## config.mk

```make
export PLATFORM = sky130hd
export DESIGN_NAME = snb_serial_ctrl
export DESIGN_NICKNAME = d
export VERILOG_FILES = /design/src/snb_sync2.v /design/src/snb_serial_ctrl.v
export VERILOG_INCLUDE_DIRS = /design/src
export SDC_FILE = /design/constraint.sdc
export NUM_CORES = 1
export LEC_CHECK = 0
export BUFFER_PORTS_ARGS = -buffer_cell sky130_fd_sc_hd__buf_2
export CORE_MARGIN = 3
export CORE_UTILIZATION = 40
export DETAILED_ROUTE_END_ITERATION = 7
export HOLD_SLACK_MARGIN = 0.12
export SYNTH_ARGS = -nofsm -noshare
export SYNTH_HDL_FRONTEND = slang
export SYNTH_SLANG_ARGS = --single-unit
```

## constraint.sdc

```tcl
create_clock -name clock -period 2.1 [get_ports clock]
set_input_delay 0.42 -clock clock [delete_from_list [all_inputs] [get_ports clock]]
set_output_delay 0.42 -clock clock [all_outputs]
set_load 0.005 [all_outputs]
```

## src/snb_serial_defines.vh

```
// Purpose: Shared offsets, field positions and reset values of the serial ninth-bit block.
// Assumes: Included by bare name from the control design file of the block; the synchroniser does not include it.
// Notes: Definitions only.
`ifndef SNB_SERIAL_DEFINES_VH
`define SNB_SERIAL_DEFINES_VH

// Upper address byte of the blocking and non-blocking windows.
`define SNB_BASE_BLOCK_HI 8'h02
`define SNB_BASE_NONBLOCK_HI 8'h03

// Register offsets inside a window.
`define SNB_OFF_STATUS_ONE 8'h44
`define SNB_OFF_CONTROL_THREE 8'h46
`define SNB_OFF_DATA_BUFFER 8'h47
`define SNB_OFF_EVENT_STATUS 8'h48
`define SNB_OFF_EVENT_MASK 8'h49

// Third control register fields.
`define SNB_C3_RX_NINTH 7
`define SNB_C3_TX_NINTH 6
`define SNB_C3_TX_DIR 5
`define SNB_C3_TX_INV 4
`define SNB_C3_OVERRUN_IE 3
`define SNB_C3_NOISE_IE 2
`define SNB_C3_FRAMING_IE 1
`define SNB_C3_PARITY_IE 0

// First status register fields.
`define SNB_S1_TX_EMPTY 7
`define SNB_S1_RX_FULL 5
`define SNB_S1_OVERRUN 3
`define SNB_S1_NOISE 2
`define SNB_S1_FRAMING 1
`define SNB_S1_PARITY 0

// Event status and mask fields.
`define SNB_EV_RX_FULL 0
`define SNB_EV_TX_EMPTY 1
`define SNB_EV_OVERRUN 2
`define SNB_EV_RX_ERROR 3
`define SNB_EV_WIDTH 4

// Reset values.
`define SNB_RST_CONTROL_THREE 8'h00
`define SNB_RST_DATA_BUFFER 8'h00
`define SNB_RST_EVENT_MASK 4'h0

`endif

```

## src/snb_sync2.v

```verilog
// Purpose: Two-stage synchroniser for levels arriving from outside the clock domain.
// Assumes: Each bit is an independent level; no bus coherence is promised.
// Notes: The first stage is read by the second stage only.
`timescale 1ns/1ps

module snb_sync2
#(
    parameter WIDTH = 1
)
(
    clock,
    nrst,
    asyncIn,
    syncOut
);
    input wire clock;
    input wire nrst;
    input wire [WIDTH-1:0] asyncIn;
    output wire [WIDTH-1:0] syncOut;

    genvar i;
    generate
        for (i = 0; i < WIDTH; i = i + 1)
        begin : gStage
            reg meta_r;
            reg stable_r;
            always @(posedge clock or negedge nrst)
            begin
                if (!nrst)
                begin
                    meta_r <= 1'b0;
                    stable_r <= 1'b0;
                end
                else
                begin
                    meta_r <= asyncIn[i];
                    stable_r <= meta_r;
                end
            end
            assign syncOut[i] = stable_r;
        end
    endgenerate
endmodule // snb_sync2

```

## src/snb_serial_ctrl.v

```verilog
// Purpose: Third control register, data register and error interrupts of an asynchronous serial interface.
// Assumes: Receiver and transmit shifter run on the same clock; only the pin input is asynchronous.
// Notes: Registers answer in both the blocking and the non-blocking address window.
//
// Added by the designer: the plain strobed port.
`timescale 1ns/1ps
`include "snb_serial_defines.vh"

module snb_serial_ctrl
(
    clock,
    nrst,
    regAddr,
    regWrData,
    regWr,
    regRd,
    regRdData,
    nineBitMode,
    loopSelect,
    receiveSourceSelect,
    rxDone,
    rxChar,
    rxNoise,
    rxFraming,
    rxParity,
    txTake,
    txChar,
    txFull,
    txLineBit,
    txPinIn,
    txPinOut,
    txPinOeN,
    singleWireRx,
    irq
);
    input wire clock;
    input wire nrst;
    input wire [15:0] regAddr;
    input wire [7:0] regWrData;
    input wire regWr;
    input wire regRd;
    output reg [7:0] regRdData;
    input wire nineBitMode;
    input wire loopSelect;
    input wire receiveSourceSelect;
    input wire rxDone;
    input wire [8:0] rxChar;
    input wire rxNoise;
    input wire rxFraming;
    input wire rxParity;
    input wire txTake;
    output reg [8:0] txChar;
    output reg txFull;
    input wire txLineBit;
    input wire txPinIn;
    output reg txPinOut;
    output reg txPinOeN;
    output wire singleWireRx;
    output reg irq;

    ////////////////////////////////////////////////////////////////////////////
    // Address decode.

    reg [7:0] control3_r;
    reg [7:0] rxData_r;
    reg rxNinth_r;
    reg rxFull_r;
    reg overrun_r;
    reg noise_r;
    reg framing_r;
    reg parity_r;
    reg [4:0] armed_r;
    reg [`SNB_EV_WIDTH-1:0] evStat_r;
    reg [`SNB_EV_WIDTH-1:0] evMask_r;

    wire windowHit;
    wire [7:0] offset;
    wire selStatus;
    wire selControl;
    wire selData;
    wire selEvStat;
    wire selEvMask;

    assign windowHit = (regAddr[15:8] == `SNB_BASE_BLOCK_HI) ||
                       (regAddr[15:8] == `SNB_BASE_NONBLOCK_HI);
    assign offset = regAddr[7:0];
    assign selStatus = windowHit && (offset == `SNB_OFF_STATUS_ONE);
    assign selControl = windowHit && (offset == `SNB_OFF_CONTROL_THREE);
    assign selData = windowHit && (offset == `SNB_OFF_DATA_BUFFER);
    assign selEvStat = windowHit && (offset == `SNB_OFF_EVENT_STATUS);
    assign selEvMask = windowHit && (offset == `SNB_OFF_EVENT_MASK);

    wire statusRead;
    wire dataRead;
    wire dataWrite;

    assign statusRead = regRd && selStatus;
    assign dataRead = regRd && selData;
    assign dataWrite = regWr && selData;

    ////////////////////////////////////////////////////////////////////////////
    // Third control register; bit 7 is never stored from the bus.

    always @(posedge clock or negedge nrst)
    begin
        if (!nrst)
        begin
            control3_r <= `SNB_RST_CONTROL_THREE;
        end
        else if (regWr && selControl)
        begin
            control3_r <= {1'b0, regWrData[6:0]};
        end
    end

    ////////////////////////////////////////////////////////////////////////////
    // Receive buffer and status flags.

    // A data read clears only the flags that a status read armed before it.
    wire [4:0] flagVec;
    wire [4:0] clearVec;
    wire acceptRx;
    wire rxOverrun;

    assign flagVec = {rxFull_r, overrun_r, noise_r, framing_r, parity_r};
    assign clearVec = dataRead ? armed_r : 5'h00;
    assign acceptRx = rxDone && (!rxFull_r || clearVec[4]);
    assign rxOverrun = rxDone && !acceptRx;

    always @(posedge clock or negedge nrst)
    begin
        if (!nrst)
        begin
            rxData_r <= `SNB_RST_DATA_BUFFER;
            rxNinth_r <= 1'b0;
            rxFull_r <= 1'b0;
            overrun_r <= 1'b0;
            noise_r <= 1'b0;
            framing_r <= 1'b0;
            parity_r <= 1'b0;
            armed_r <= 5'h00;
        end
        else
        begin
            if (acceptRx)
            begin
                rxData_r <= rxChar[7:0];
                rxNinth_r <= nineBitMode & rxChar[8];
            end
            // A new event wins over a clear in the same cycle.
            rxFull_r <= acceptRx | (rxFull_r & ~clearVec[4]);
            overrun_r <= rxOverrun | (overrun_r & ~clearVec[3]);
            noise_r <= (acceptRx & rxNoise) | (noise_r & ~clearVec[2]);
            framing_r <= (acceptRx & rxFraming) | (framing_r & ~clearVec[1]);
            parity_r <= (acceptRx & rxParity) | (parity_r & ~clearVec[0]);
            if (statusRead)
            begin
                armed_r <= flagVec;
            end
            else if (dataRead)
            begin
                armed_r <= 5'h00;
            end
        end
    end

    ////////////////////////////////////////////////////////////////////////////
    // Transmit buffer.

    // The held ninth bit rides along with every byte written in nine-bit mode.
    always @(posedge clock or negedge nrst)
    begin
        if (!nrst)
        begin
            txChar <= 9'h000;
            txFull <= 1'b0;
        end
        else
        begin
            if (dataWrite)
            begin
                txChar <= {nineBitMode & control3_r[`SNB_C3_TX_NINTH], regWrData};
            end
            txFull <= dataWrite | (txFull & ~txTake);
        end
    end

    ////////////////////////////////////////////////////////////////////////////
    // Transmit pin.

    wire singleWire;

    assign singleWire = loopSelect && receiveSourceSelect;

    always @(posedge clock or negedge nrst)
    begin
        if (!nrst)
        begin
            txPinOut <= 1'b1;
            txPinOeN <= 1'b0;
        end
        else
        begin
            txPinOut <= txLineBit ^ control3_r[`SNB_C3_TX_INV];
            txPinOeN <= singleWire & control3_r[`SNB_C3_TX_DIR];
        end
    end

    snb_sync2
    #(
        .WIDTH(1)
    )
    uPinSync
    (
        .clock(clock),
        .nrst(nrst),
        .asyncIn(txPinIn),
        .syncOut(singleWireRx)
    );

    ////////////////////////////////////////////////////////////////////////////
    // Event status, mask and interrupt.

    wire [`SNB_EV_WIDTH-1:0] evSet;
    wire [`SNB_EV_WIDTH-1:0] evClr;
    wire [3:0] errReq;

    assign evSet = {acceptRx & (rxNoise | rxFraming | rxParity), rxOverrun, txTake, acceptRx};
    assign evClr = (regWr && selEvStat) ? regWrData[`SNB_EV_WIDTH-1:0] : {`SNB_EV_WIDTH{1'b0}};
    assign errReq[3] = overrun_r & control3_r[`SNB_C3_OVERRUN_IE];
    assign errReq[2] = noise_r & control3_r[`SNB_C3_NOISE_IE];
    assign errReq[1] = framing_r & control3_r[`SNB_C3_FRAMING_IE];
    assign errReq[0] = parity_r & control3_r[`SNB_C3_PARITY_IE];

    always @(posedge clock or negedge nrst)
    begin
        if (!nrst)
        begin
            evStat_r <= {`SNB_EV_WIDTH{1'b0}};
            evMask_r <= `SNB_RST_EVENT_MASK;
            irq <= 1'b0;
        end
        else
        begin
            evStat_r <= evSet | (evStat_r & ~evClr);
            if (regWr && selEvMask)
            begin
                evMask_r <= regWrData[`SNB_EV_WIDTH-1:0];
            end
            irq <= (|errReq) | (|(evStat_r & evMask_r));
        end
    end

    ////////////////////////////////////////////////////////////////////////////
    // Read data, one cycle after the strobe.

    reg [7:0] rdMux;

    always @*
    begin
        rdMux = 8'h00;
        if (selStatus)
        begin
            rdMux[`SNB_S1_TX_EMPTY] = ~txFull;
            rdMux[`SNB_S1_RX_FULL] = rxFull_r;
            rdMux[`SNB_S1_OVERRUN] = overrun_r;
            rdMux[`SNB_S1_NOISE] = noise_r;
            rdMux[`SNB_S1_FRAMING] = framing_r;
            rdMux[`SNB_S1_PARITY] = parity_r;
        end
        else if (selControl)
        begin
            rdMux = {rxNinth_r, control3_r[6:0]};
        end
        else if (selData)
        begin
            rdMux = rxData_r;
        end
        else if (selEvStat)
        begin
            rdMux[`SNB_EV_WIDTH-1:0] = evStat_r;
        end
        else if (selEvMask)
        begin
            rdMux[`SNB_EV_WIDTH-1:0] = evMask_r;
        end
    end

    always @(posedge clock or negedge nrst)
    begin
        if (!nrst)
        begin
            regRdData <= 8'h00;
        end
        else
        begin
            regRdData <= regRd ? rdMux : 8'h00;
        end
    end
endmodule // snb_serial_ctrl

```

==> run metrics, run 1 <==
Fillers 540; CP Capture Type register; Slew @ Worst Pin 0.385 ns; worst path required time 2.30 ns; Post-DRT Antenna Nets 0; clock slew at reported path FFs 0.06 ns; DR iter-0 viols 118; syn_nets 240; CTS tree yes; DIE AREA 7140 um2; # hold bufs at CTS 1; proportion of layout cells with a drive suffix above 1 46.2%; clock buffer depth 2; IO Count 69; DRC 0; Hold Path Class in -> reg; max_slew headroom 73.9%; area share of the largest cell type after synthesis 56.9%; final core occ 55.9%; Die Ht 84.5 um; Fmax 0.511 GHz; maxcap violations 0; critical path's most frequent cell o21ai_0; register area share after synthesis 57.9%; Fin Setup TNS 0 ns; Crit path largest cell delay 0.64 ns; maximum vdd drop 0.439 mV; die width 84.5 um; initial antenna violation count 0; starting density of the core 42.9%; Worst EP arrival 2.16 ns; largest net degree at the start of global routing 58; CTS Buf Count 9; post-CTS resize count 0; Setup Buffers After CTS 0; row count 27; Avg Cell Area, Syn 12.8 um2; net count of the finished layout 330; synth cell count leaders 56 x dfrtp_1, 27 x mux2_2, 19 x nand2_1, 12 x o21ai_0, 11 x a22o_1; critical-path cell list buf_2 -> or4b_4 -> or4_1 -> o21a_1 -> o21ai_0 -> o21ai_0; length of the first detailed-routing pass in iterations 4; Final Power 2.32 mW; Final Critical Period 1.96 ns; Core ar. 5740 um2; Post-synth EDFFs 0; Mapped Area 2460 um2; gpl congestion 0.764; WP buf/inv 1; non-filler cells, final 360; placed cells 343; Slew Viols, Final 0; hpwl dp 4430 um; Clock Tree Root clkbuf_8; Synth cell types 39; startpoint types input pin; H-tree Lvls 3; via count 1898; most frequent cell after synthesis dfrtp_1; Slowest-stage cell, CP or4_1; final hold vios 0; grt total ovfl 0; top cells by area, synth dfrtp_1 57%, mux2_2 12%, a22o_1 3.9%, nand2_1 2.9%, o21ai_0 2.4%; Num Clock Sinks 57; Worst Path Max Fanout 5; WL/cell 16.5 um; Pwr Density 723 nW/um2; WS Path Type in -> reg; routed vias/inst 5.27; Final Cycle Share 93.2%; final wirelength 5950 um; asr flop ratio synth 100%; clk_skew 0.00509 ns; first-pass GRT wire length 9960 um; Synth Instances 193; Area Overhead vs Synth 30.3%; total track usage 17.8%; largest delay contributor family on the critical path simple AND/OR/NAND/NOR gates; Worst-Skew Late Latency 0.33 ns; port bufs 67; Primary FF master, synth dfrtp_1; Antenna diodes 0; synth warn 0; outcome complete, no violations; FF+latch count, synth 57; RSZ-0062 raised after global routing no; vias in the first global route 1983; Final Setup Violations 0; leading area contributor after synthesis dfrtp_1; P_leak 1.60 nW
[worst register-to-register path, cell delays in order, from the launching register on]
cell and delay [ns]:
dfrtp_1 0.39, nand4_1 0.12, o22ai_2 0.15, buf_12 0.18, mux2_2 0.34
[final timing paths]
| check | to | cells past startpoint | start | slack, ns |
|---|---|---|---|---|
| max in group asynchronous | txPinOut$_DFF_PN1_ | 3 | nrst | 1.20 |
| min in group asynchronous | armed_r[4]$_DFFE_PN0P_ | 3 | nrst | 0.62 |
| hold reg to reg | uPinSync.syncOut$_DFF_PN0_ | 0 | uPinSync.gStage[0].meta_r$_DFF_PN0_ | 0.35 |
| setup reg to reg | rxData_r[7]$_DFFE_PN0P_ | 4 | armed_r[4]$_DFFE_PN0P_ | 0.80 |
| setup / recovery | regRdData[2]$_DFF_PN0_ | 6 | regAddr[7] | 0.14 |
| hold / removal | uPinSync.gStage[0].meta_r$_DFF_PN0_ | 1 | txPinIn | 0.19 |
[sequential cells by signal, summed over array words and instances, names as in the netlist, 4 cells and up]
| register | flops |
|---|---|
| txChar | 9 |
| regRdData | 8 |
| evStat_r | 4 |
| evMask_r | 4 |
| control3_r | 7 |
| rxData_r | 8 |
| armed_r | 5 |
[through the flow]
| stage | setup WS (ns) | hold slack, ns | area [um2] |
|---|---|---|---|
| final | 0.144 | 0.192 | 3210 |
| after global routing | 0.0844 | 0.171 | 3210 |
| after CTS | 0.172 | 0.174 | 3210 |
| after detailed placement | -0.178 | 0.339 | 3000 |
| after global placement | -0.182 | 0.336 | 3000 |
| after floorplan | -0.00918 | 0.124 | 2460 |
[kinds of logic (layout without fill, tap and decap cells)]
| group | Yosys count | count (layout) | share of synthesized area, % |
|---|---|---|---|
| flops | 57 | 57 | 57.9 |
| simple gates | 54 | 54 | 13.9 |
| compound gates | 41 | 41 | 12.0 |
| mux | 31 | 31 | 14.0 |
| buf+inv | 9 | 104 | 1.78 |
| xor+xnor | 1 | 1 | 0.356 |
[layout make-up]
cell class / count / area [um2] / area share (%)
sequential: 57 / 1430 / 44.5
multi-input combinational: 127 / 992 / 30.9
timing repair buffer: 83 / 483 / 15.0
clock buffer: 13 / 159 / 4.95
tap: 72 / 90.1 / 2.81
clock inverter: 3 / 40.0 / 1.25
inverter: 5 / 18.8 / 0.585
[power by group]
group          internal (mW)  switching, mW  leakage (nW)
clock network          0.609          0.409         0.103
registers               1.13         0.0239         0.741
logic                 0.0744         0.0733         0.755
[layout by cell type (no fill, tap or decap), drive strengths merged, types with 2 or more instances in the layout]
| cell type | n |
|---|---|
| and3 | 5 |
| nor2 | 4 |
| clkinv | 2 |
| o21ai | 12 |
| nand4 | 4 |
| clkbuf | 13 |
| or3 | 2 |
| nand3 | 3 |
| nor3b | 3 |
| a221oi | 4 |
| nor4b | 2 |
| buf | 82 |
| nand2 | 19 |
| inv | 5 |
| a21oi | 4 |
| mux2i | 4 |
| dfrtp | 56 |
| a22o | 11 |
| or4b | 2 |
| a21o | 2 |
| nor4 | 3 |
| a22oi | 4 |
| mux2 | 27 |
[routing by layer]
metal  share of wire (%)  GRT usage (%)
met2                  48           27.8
met4                 1.4           5.18
met5                   0              0
met3                 4.7           5.30
met1                  46           24.0
Power figures use the tool's default switching activity.
==> run 2, diff against run 1 <==
ABC_AREA = 1   (was unset)
==> run 2 against run 1 <==
  * Core utilization is 4.2 points lower
  * Clock skew rose by 0.0034 ns
  * Worst setup slack improved by 0.39 ns
  * Largest cell class unchanged
  * Highest routed layer unchanged
==> run metrics, run 2 <==
outcome complete, no violations; port bufs 67 (unchanged); multi-input logic area 1120 um2 (+13%); Core ar. 6490 um2 (+13%); H-tree Lvls 3 (unchanged); Post-synth EDFFs 0 (unchanged); largest delay contributor family on the critical path simple AND/OR/NAND/NOR gates; Biggest register txChar; CTS Buf Count 9 (unchanged); NetSw 0.566 mW (+12%); Final Critical Period 1.57 ns (-0.389 ns); clock buffer depth 2 (unchanged); final hold vios 0 (unchanged); final core occ 51.7% (-4.2 points); internal power 1.77 mW (-2.6%); Slew @ Worst Pin 0.441 ns (+0.0557 ns); Slowest-stage cell, CP o21ai_0; Final Cycle Share 74.7% (-19 points); vias in the first global route 2277 (+15%); CTS tree yes; row count 29 (+7.4%); die width 88.6 um (+4.8%); worst hold start txPinIn; IO Count 69 (unchanged); Clock Tree Root clkbuf_8; # hold bufs at CTS 1 (unchanged); total track usage 18.3% (+0.58 points); Worst Path Max Fanout 8 (+3); commonest non-fill, non-tap cell in the layout nand2_1; length of the first detailed-routing pass in iterations 4 (unchanged); synth cell count leaders 95 x nand2_1, 56 x dfrtp_1, 31 x inv_1, 27 x nand3_1, 19 x nor2_1; critical-path cell list buf_2 -> nor2_1 -> nand2_1 -> nor2_4 -> nand2_4 -> nor2_4 -> nand2_1 -> o21ai_0 -> nand2_1; Setup Buffers After CTS 0 (unchanged); worst path required time 2.31 ns (about the same); post-synthesis mux area share 0% (-14 points); final wirelength 6450 um (+8.4%); FF+latch count, synth 57 (unchanged); largest family of logic cells by synthesized area simple AND/OR/NAND/NOR gates; Slew Viols, Final 0 (unchanged); RSZ-0062 raised after global routing no; Mapped Area 2730 um2 (+11%); Clk pwr share 43.9% (about the same); DIE AREA 7850 um2 (+9.9%); max_slew headroom 70.5% (-3.4 points); Antenna diodes 0 (unchanged); Synth Instances 314 (+63%); initial antenna violation count 0 (unchanged); Fillers 636 (+18%); clock slew at reported path FFs 0.07 ns (about the same); simple-gate area share of the yosys netlist 30.5% (+17 points); WS Path Type in -> reg; CP Capture Type register; maximum vdd drop 0.395 mV (-10%); Fin Setup TNS 0 ns (unchanged); asr flop ratio synth 100% (unchanged); most frequent cells in the layout 95 x nand2_1, 67 x buf_2, 56 x dfrtp_1, 31 x inv_1, 27 x nand3_1; first-pass GRT wire length 10900 um (+9.4%); post-synthesis adder-cell area fraction 0% (unchanged); max reg flops 9 (unchanged); critical path's most frequent cell nand2_1; top cells by area, synth dfrtp_1 51%, nand2_1 13%, nand3_1 5.0%, o21ai_2 4.8%, inv_1 4.3%; leading area contributor after synthesis dfrtp_1; Post-Synth XOR/XNOR Area 0.321% (-0.034 points); register area share after synthesis 52.3% (-5.6 points); largest net degree at the start of global routing 37 (-36%); Pwr Density 695 nW/um2 (-4.0%); Hold Path Class in -> reg; maxcap violations 0 (unchanged); hpwl dp 4880 um (+10%); syn_nets 361 (+50%); Comb power frac 6.8% (+0.4 points); most frequent cell after synthesis nand2_1; post-CTS resize count 0 (unchanged); starting density of the core 42.0% (-0.90 points); DRC 0 (unchanged); Die Ht 88.6 um (+4.8%); Final Setup Violations 0 (unchanged); part of the power in registers 49.3% (-0.5 points); clk_skew 0.00853 ns (+0.00345 ns); Synth cell types 31 (-21%); synth warn 0 (unchanged); P_leak 1.81 nW (+13%); crit path launch regAddr[4]; Final Power 2.33 mW (+0.48%); area share of the largest cell type after synthesis 51.4% (-5.5 points); Fmax 0.638 GHz (+25%); net count of the finished layout 439 (+33%); proportion of layout cells with a drive suffix above 1 31.2% (-15 points); Num Clock Sinks 57 (unchanged); Reg2Reg Launch Point armed_r[4]$_DFFE_PN0P_; Area Overhead vs Synth 23.2%; grt total ovfl 0 (unchanged); Compound-Gate Fraction of Synth Area 10.4% (-1.7 points); WP buf/inv 1 (unchanged); Post-DRT Antenna Nets 0 (unchanged); switch share 24.2% (+2.4 points); Worst EP arrival 1.78 ns (-0.38 ns); Worst-Skew Late Latency 0.34 ns (about the same); Primary FF master, synth dfrtp_1; Avg Cell Area, Syn 8.69 um2 (-32%); DR iter-0 viols 129 (+9.3%); routed vias/inst 4.84 (-8.1%); WL/cell 13.6 um (-18%); Crit path largest cell delay 0.26 ns (-0.38 ns); startpoint types input pin; gpl congestion 0.870 (+14%); Top Registers txChar (9), regRdData (8), rxData_r (8); via count 2296 (+21%); Reg area 1430 um2 (unchanged)
==> run 2: changes by cell type in the layout (fill, tap and decap cells not counted), sizes merged, moves of 21 or more <==
cell / before / now
o21ai: 12 / 35
inv: 5 / 34
nand2: 19 / 104
nand3: 3 / 27
nor2: 4 / 25
mux2: 27 / 0
==> run 2: path summary, 6_finish.rpt <==
check	end	slack [ns]	depth (start not counted)
max reg2reg	rxData_r[5]$_DFFE_PN0P_	0.99	5
min	uPinSync.gStage[0].meta_r$_DFF_PN0_	0.19	1
min reg2reg	uPinSync.syncOut$_DFF_PN0_	0.35	0
max in group asynchronous	regRdData[7]$_DFF_PN0_	1.24	3
max	parity_r$_DFF_PN0_	0.53	9
min in group asynchronous	armed_r[0]$_DFFE_PN0P_	0.58	3
==> run 2: power by group through the flow <==
stage / combinational, mW / clock (mW) / sequential, mW
2_1_floorplan: 0.0661 / 0 / 1.17
3_3_place_gp: 0.158 / 0 / 1.17
3_5_place_dp: 0.161 / 0 / 1.17
4_1_cts: 0.163 / 1.05 / 1.15
5_1_grt: 0.187 / 1.09 / 1.15
6_report: 0.159 / 1.02 / 1.15
==> run 2: logic make-up (layout without fill, tap and decap cells) <==
kind of cell              after synthesis  in the layout
DFF                                    57             57
AOI/OAI and AO/OA                      43             43
xor gates and xnor gates                1              1
buffers and inverters                  39            122
and+or+nand+nor                       174            174
==> run 2: cell type report <==
cell class,instances,area share (%)
clock buffer,11,4.21
clock inverter,5,1.64
multi-input combinational,218,33.4
tap,77,2.87
inverter,34,3.80
sequential,57,42.5
timing repair buffer,72,11.5
==> run 2: per-layer routing <==
metal | track usage [%] | wire [um]
met2 | 27.3 | 2750
met1 | 24.8 | 3160
met4 | 7.97 | 136
met5 | 0 | 0
met3 | 5.59 | 407
==> run 2: metrics by stage <==
stage / setup WS [ns] / std cells / hold WS [ns] / cell area [um2]
after global routing: 0.322 / 474 / 0.179 / 3360
after CTS: 0.559 / 474 / 0.173 / 3360
after detailed placement: 0.206 / 457 / 0.339 / 3150
after floorplan: 0.615 / 314 / 0.124 / 2730
final: 0.532 / 474 / 0.190 / 3360
after global placement: 0.233 / 457 / 0.334 / 3150
==> run 3, diff against run 2 <==
ABC_AREA = 0   (was 1)
clock period = 1.5 ns   (was 2.1 ns; I/O delays follow)
==> run 3 against run 2 <==
  * The run now ends with setup timing left
  * Critical path type unchanged
  * First-iteration DRC count shrank 16%
  * Cell area increased by 8.3%
  * Sequential power up 41%
  * Sequential share of layout area decreased by 3.3 points
  * Final cell count down 19%
  * Highest routed layer unchanged
  * Clock power grew 35%
  * Core utilization increased by 12 points
  * Worst setup slack lost 0.75 ns
  * Clock skew down 0.0037 ns
  * Worst hold slack worse by 0.028 ns
==> run metrics, run 3 (same netlist as run 1, synthesis figures left out) <==
WL/cell 16.8 um (+23%); Slew @ Worst Pin 0.353 ns (-0.0885 ns); hpwl dp 4830 um (-1.0%); final hold vios 0 (unchanged); maxcap violations 0 (unchanged); Slew Viols, Final 0 (unchanged); Post-DRT Antenna Nets 0 (unchanged); proportion of layout cells with a drive suffix above 1 56.5% (+25 points); GR Util met3 6.38% (+0.79 points); R2R cell count 4 (-1); Final Setup Violations 41 (+41); placed cells 360 (-21%); DR iter-0 viols 109 (-16%); clk_skew 0.00488 ns (-0.00365 ns); Clock Tree Root clkbuf_8; total track usage 19.0% (+0.67 points); Core ar. 5740 um2 (-12%); grt met1 use 26.1% (+1.2 points); most frequent cells in the layout 63 x buf_2, 56 x dfrtp_1, 23 x buf_4, 17 x nand2_1, 17 x mux2_4; worst path required time 1.72 ns (-0.59 ns); length of the first detailed-routing pass in iterations 4 (unchanged); vias in the first global route 2087 (-8.3%); row count 27 (-6.9%); Final Cycle Share 115%; Num Clock Sinks 57 (unchanged); die width 84.5 um (-4.6%); port bufs 67 (unchanged); worst r2r dst rxData_r[4]$_DFFE_PN0P_; Worst-Skew Late Latency 0.33 ns (about the same); PnR worst setup slack -0.221 ns (-0.754 ns); clock slew at reported path FFs 0.06 ns (about the same); final core occ 63.4% (+12 points); H-tree Lvls 3 (unchanged); first-pass GRT wire length 10500 um (-3.9%); Cell Area, Placed 3200 um2 (+1.5%); Reg2Reg Launch Point armed_r[4]$_DFFE_PN0P_; end of the critical path txChar[6]$_DFFE_PN0P_; commonest non-fill, non-tap cell in the layout buf_2; failing checks setup timing; Hold Crit Depth 2 (+1); met2 Track Usage GR 28.3% (+1.1 points); Die Ht 84.5 um (-4.6%); Worst Path Max Fanout 10 (+2); clock buffer depth 2 (unchanged); CP Capture Type register; Fillers 456 (-28%); startpoint types input pin; gpl congestion 0.823 (-5.4%); grt total ovfl 0 (unchanged); CTS tree yes; non-filler cells, final 382 (-19%); crit path launch regAddr[4]; CTS Buf Count 9 (unchanged); Antenna diodes 0 (unchanged); Hold Path Class in -> reg; maximum vdd drop 0.732 mV (+85%); max reg flops 9 (unchanged); Biggest register txChar; max_slew headroom 76.3% (+5.8 points); RSZ-0062 raised after global routing yes; IO Count 69 (unchanged); starting density of the core 42.9% (+0.90 points); via count 2014 (-12%); net count of the finished layout 352 (-20%); Worst EP arrival 1.94 ns (+0.16 ns); GR peak layer met2; reg2reg setup slack 0.19 ns (-0.80 ns); Area Overhead vs Synth 47.7%; Final Power 3.29 mW (+41%); final wirelength 6410 um (-0.53%); routed vias/inst 5.27 (+8.8%); Fmax 0.581 GHz; Pwr Density 905 nW/um2 (+30%); initial antenna violation count 0 (unchanged); P_leak 1.81 nW (about the same); Top Registers txChar (9), regRdData (8), rxData_r (8); Final Critical Period 1.72 ns; DIE AREA 7140 um2 (-9.0%); Fin Setup TNS -5.82 ns (-5.82 ns); DRC 0 (unchanged); WS Path Type in -> reg; largest net degree at the start of global routing 28 (-24%); design area 3640 um2 (+8.3%); outcome complete, but fails checks
## run 3: cell count changes in the layout (fill, tap and decap cells not counted), sizes merged, moves of 23 or more
cell   before  now
o21ai      35   12
buf        71  102
nand3      27    3
inv        34    5
mux2        0   27
nand2     104   19
## run 3: critical path: stages
cell	delay [ns]
buf_6	0.09
or4b_4	0.56
nor4_4	0.42
nand3_2	0.13
buf_8	0.16
mux2_2	0.27
## run 3: metrics by stage
stage,hold slack (ns),setup slack (ns)
2_1_floorplan,0.00441,-0.470
3_3_place_gp,0.212,-0.617
3_5_place_dp,0.218,-0.661
4_1_cts,0.150,-0.197
5_1_grt,0.151,-0.262
6_report,0.162,-0.221
## run 3: repair_timing
item / in CTS / in global routing
hold endpoints to repair: 13 / 0
gates resized for setup: 31 / 24
setup buffers: 3 / 1
cloned: 0 / 0
endpoints found under the setup margin: 51 / 47
hold buffers: 3 / 0
pin swaps: 12 / 9
## run 3: per-layer routing
metal | share of wire (%) | vias to the layer above
met4 | 1.1 | 0
met3 | 5.6 | 13
li1 | - | 948
met2 | 48 | 68
met5 | 0 | -
met1 | 46 | 985
## run 3: where the power goes
group / switching [mW] / internal (mW) / leakage (nW)
logic: 0.127 / 0.164 / 0.965
registers: 0.0359 / 1.59 / 0.741
clock network: 0.581 / 0.798 / 0.102
## run 3: how the worst min path moves through the flow
stage                      start                endpoint  slack (ns)
final                     txTake        txFull$_DFF_PN0_        0.16
after global routing      txTake        txFull$_DFF_PN0_        0.15
after CTS                 txTake        txFull$_DFF_PN0_        0.15
after detailed placement    nrst  armed_r[4]$_DFFE_PN0P_        0.22
after global placement      nrst     overrun_r$_DFF_PN0_        0.21
after floorplan             nrst  armed_r[0]$_DFFE_PN0P_       0.004
## run 3: area by class of cell
cell class | count | area [um2] | share of cell area, %
Clock buffer | 10 | 138 | 3.78
Clock inverter | 6 | 57.6 | 1.58
Inverter | 5 | 18.8 | 0.516
Multi-Input combinational cell | 127 | 1180 | 32.4
Sequential cell | 57 | 1430 | 39.2
Tap cell | 72 | 90.1 | 2.48
Timing Repair Buffer | 105 | 728 | 20.0
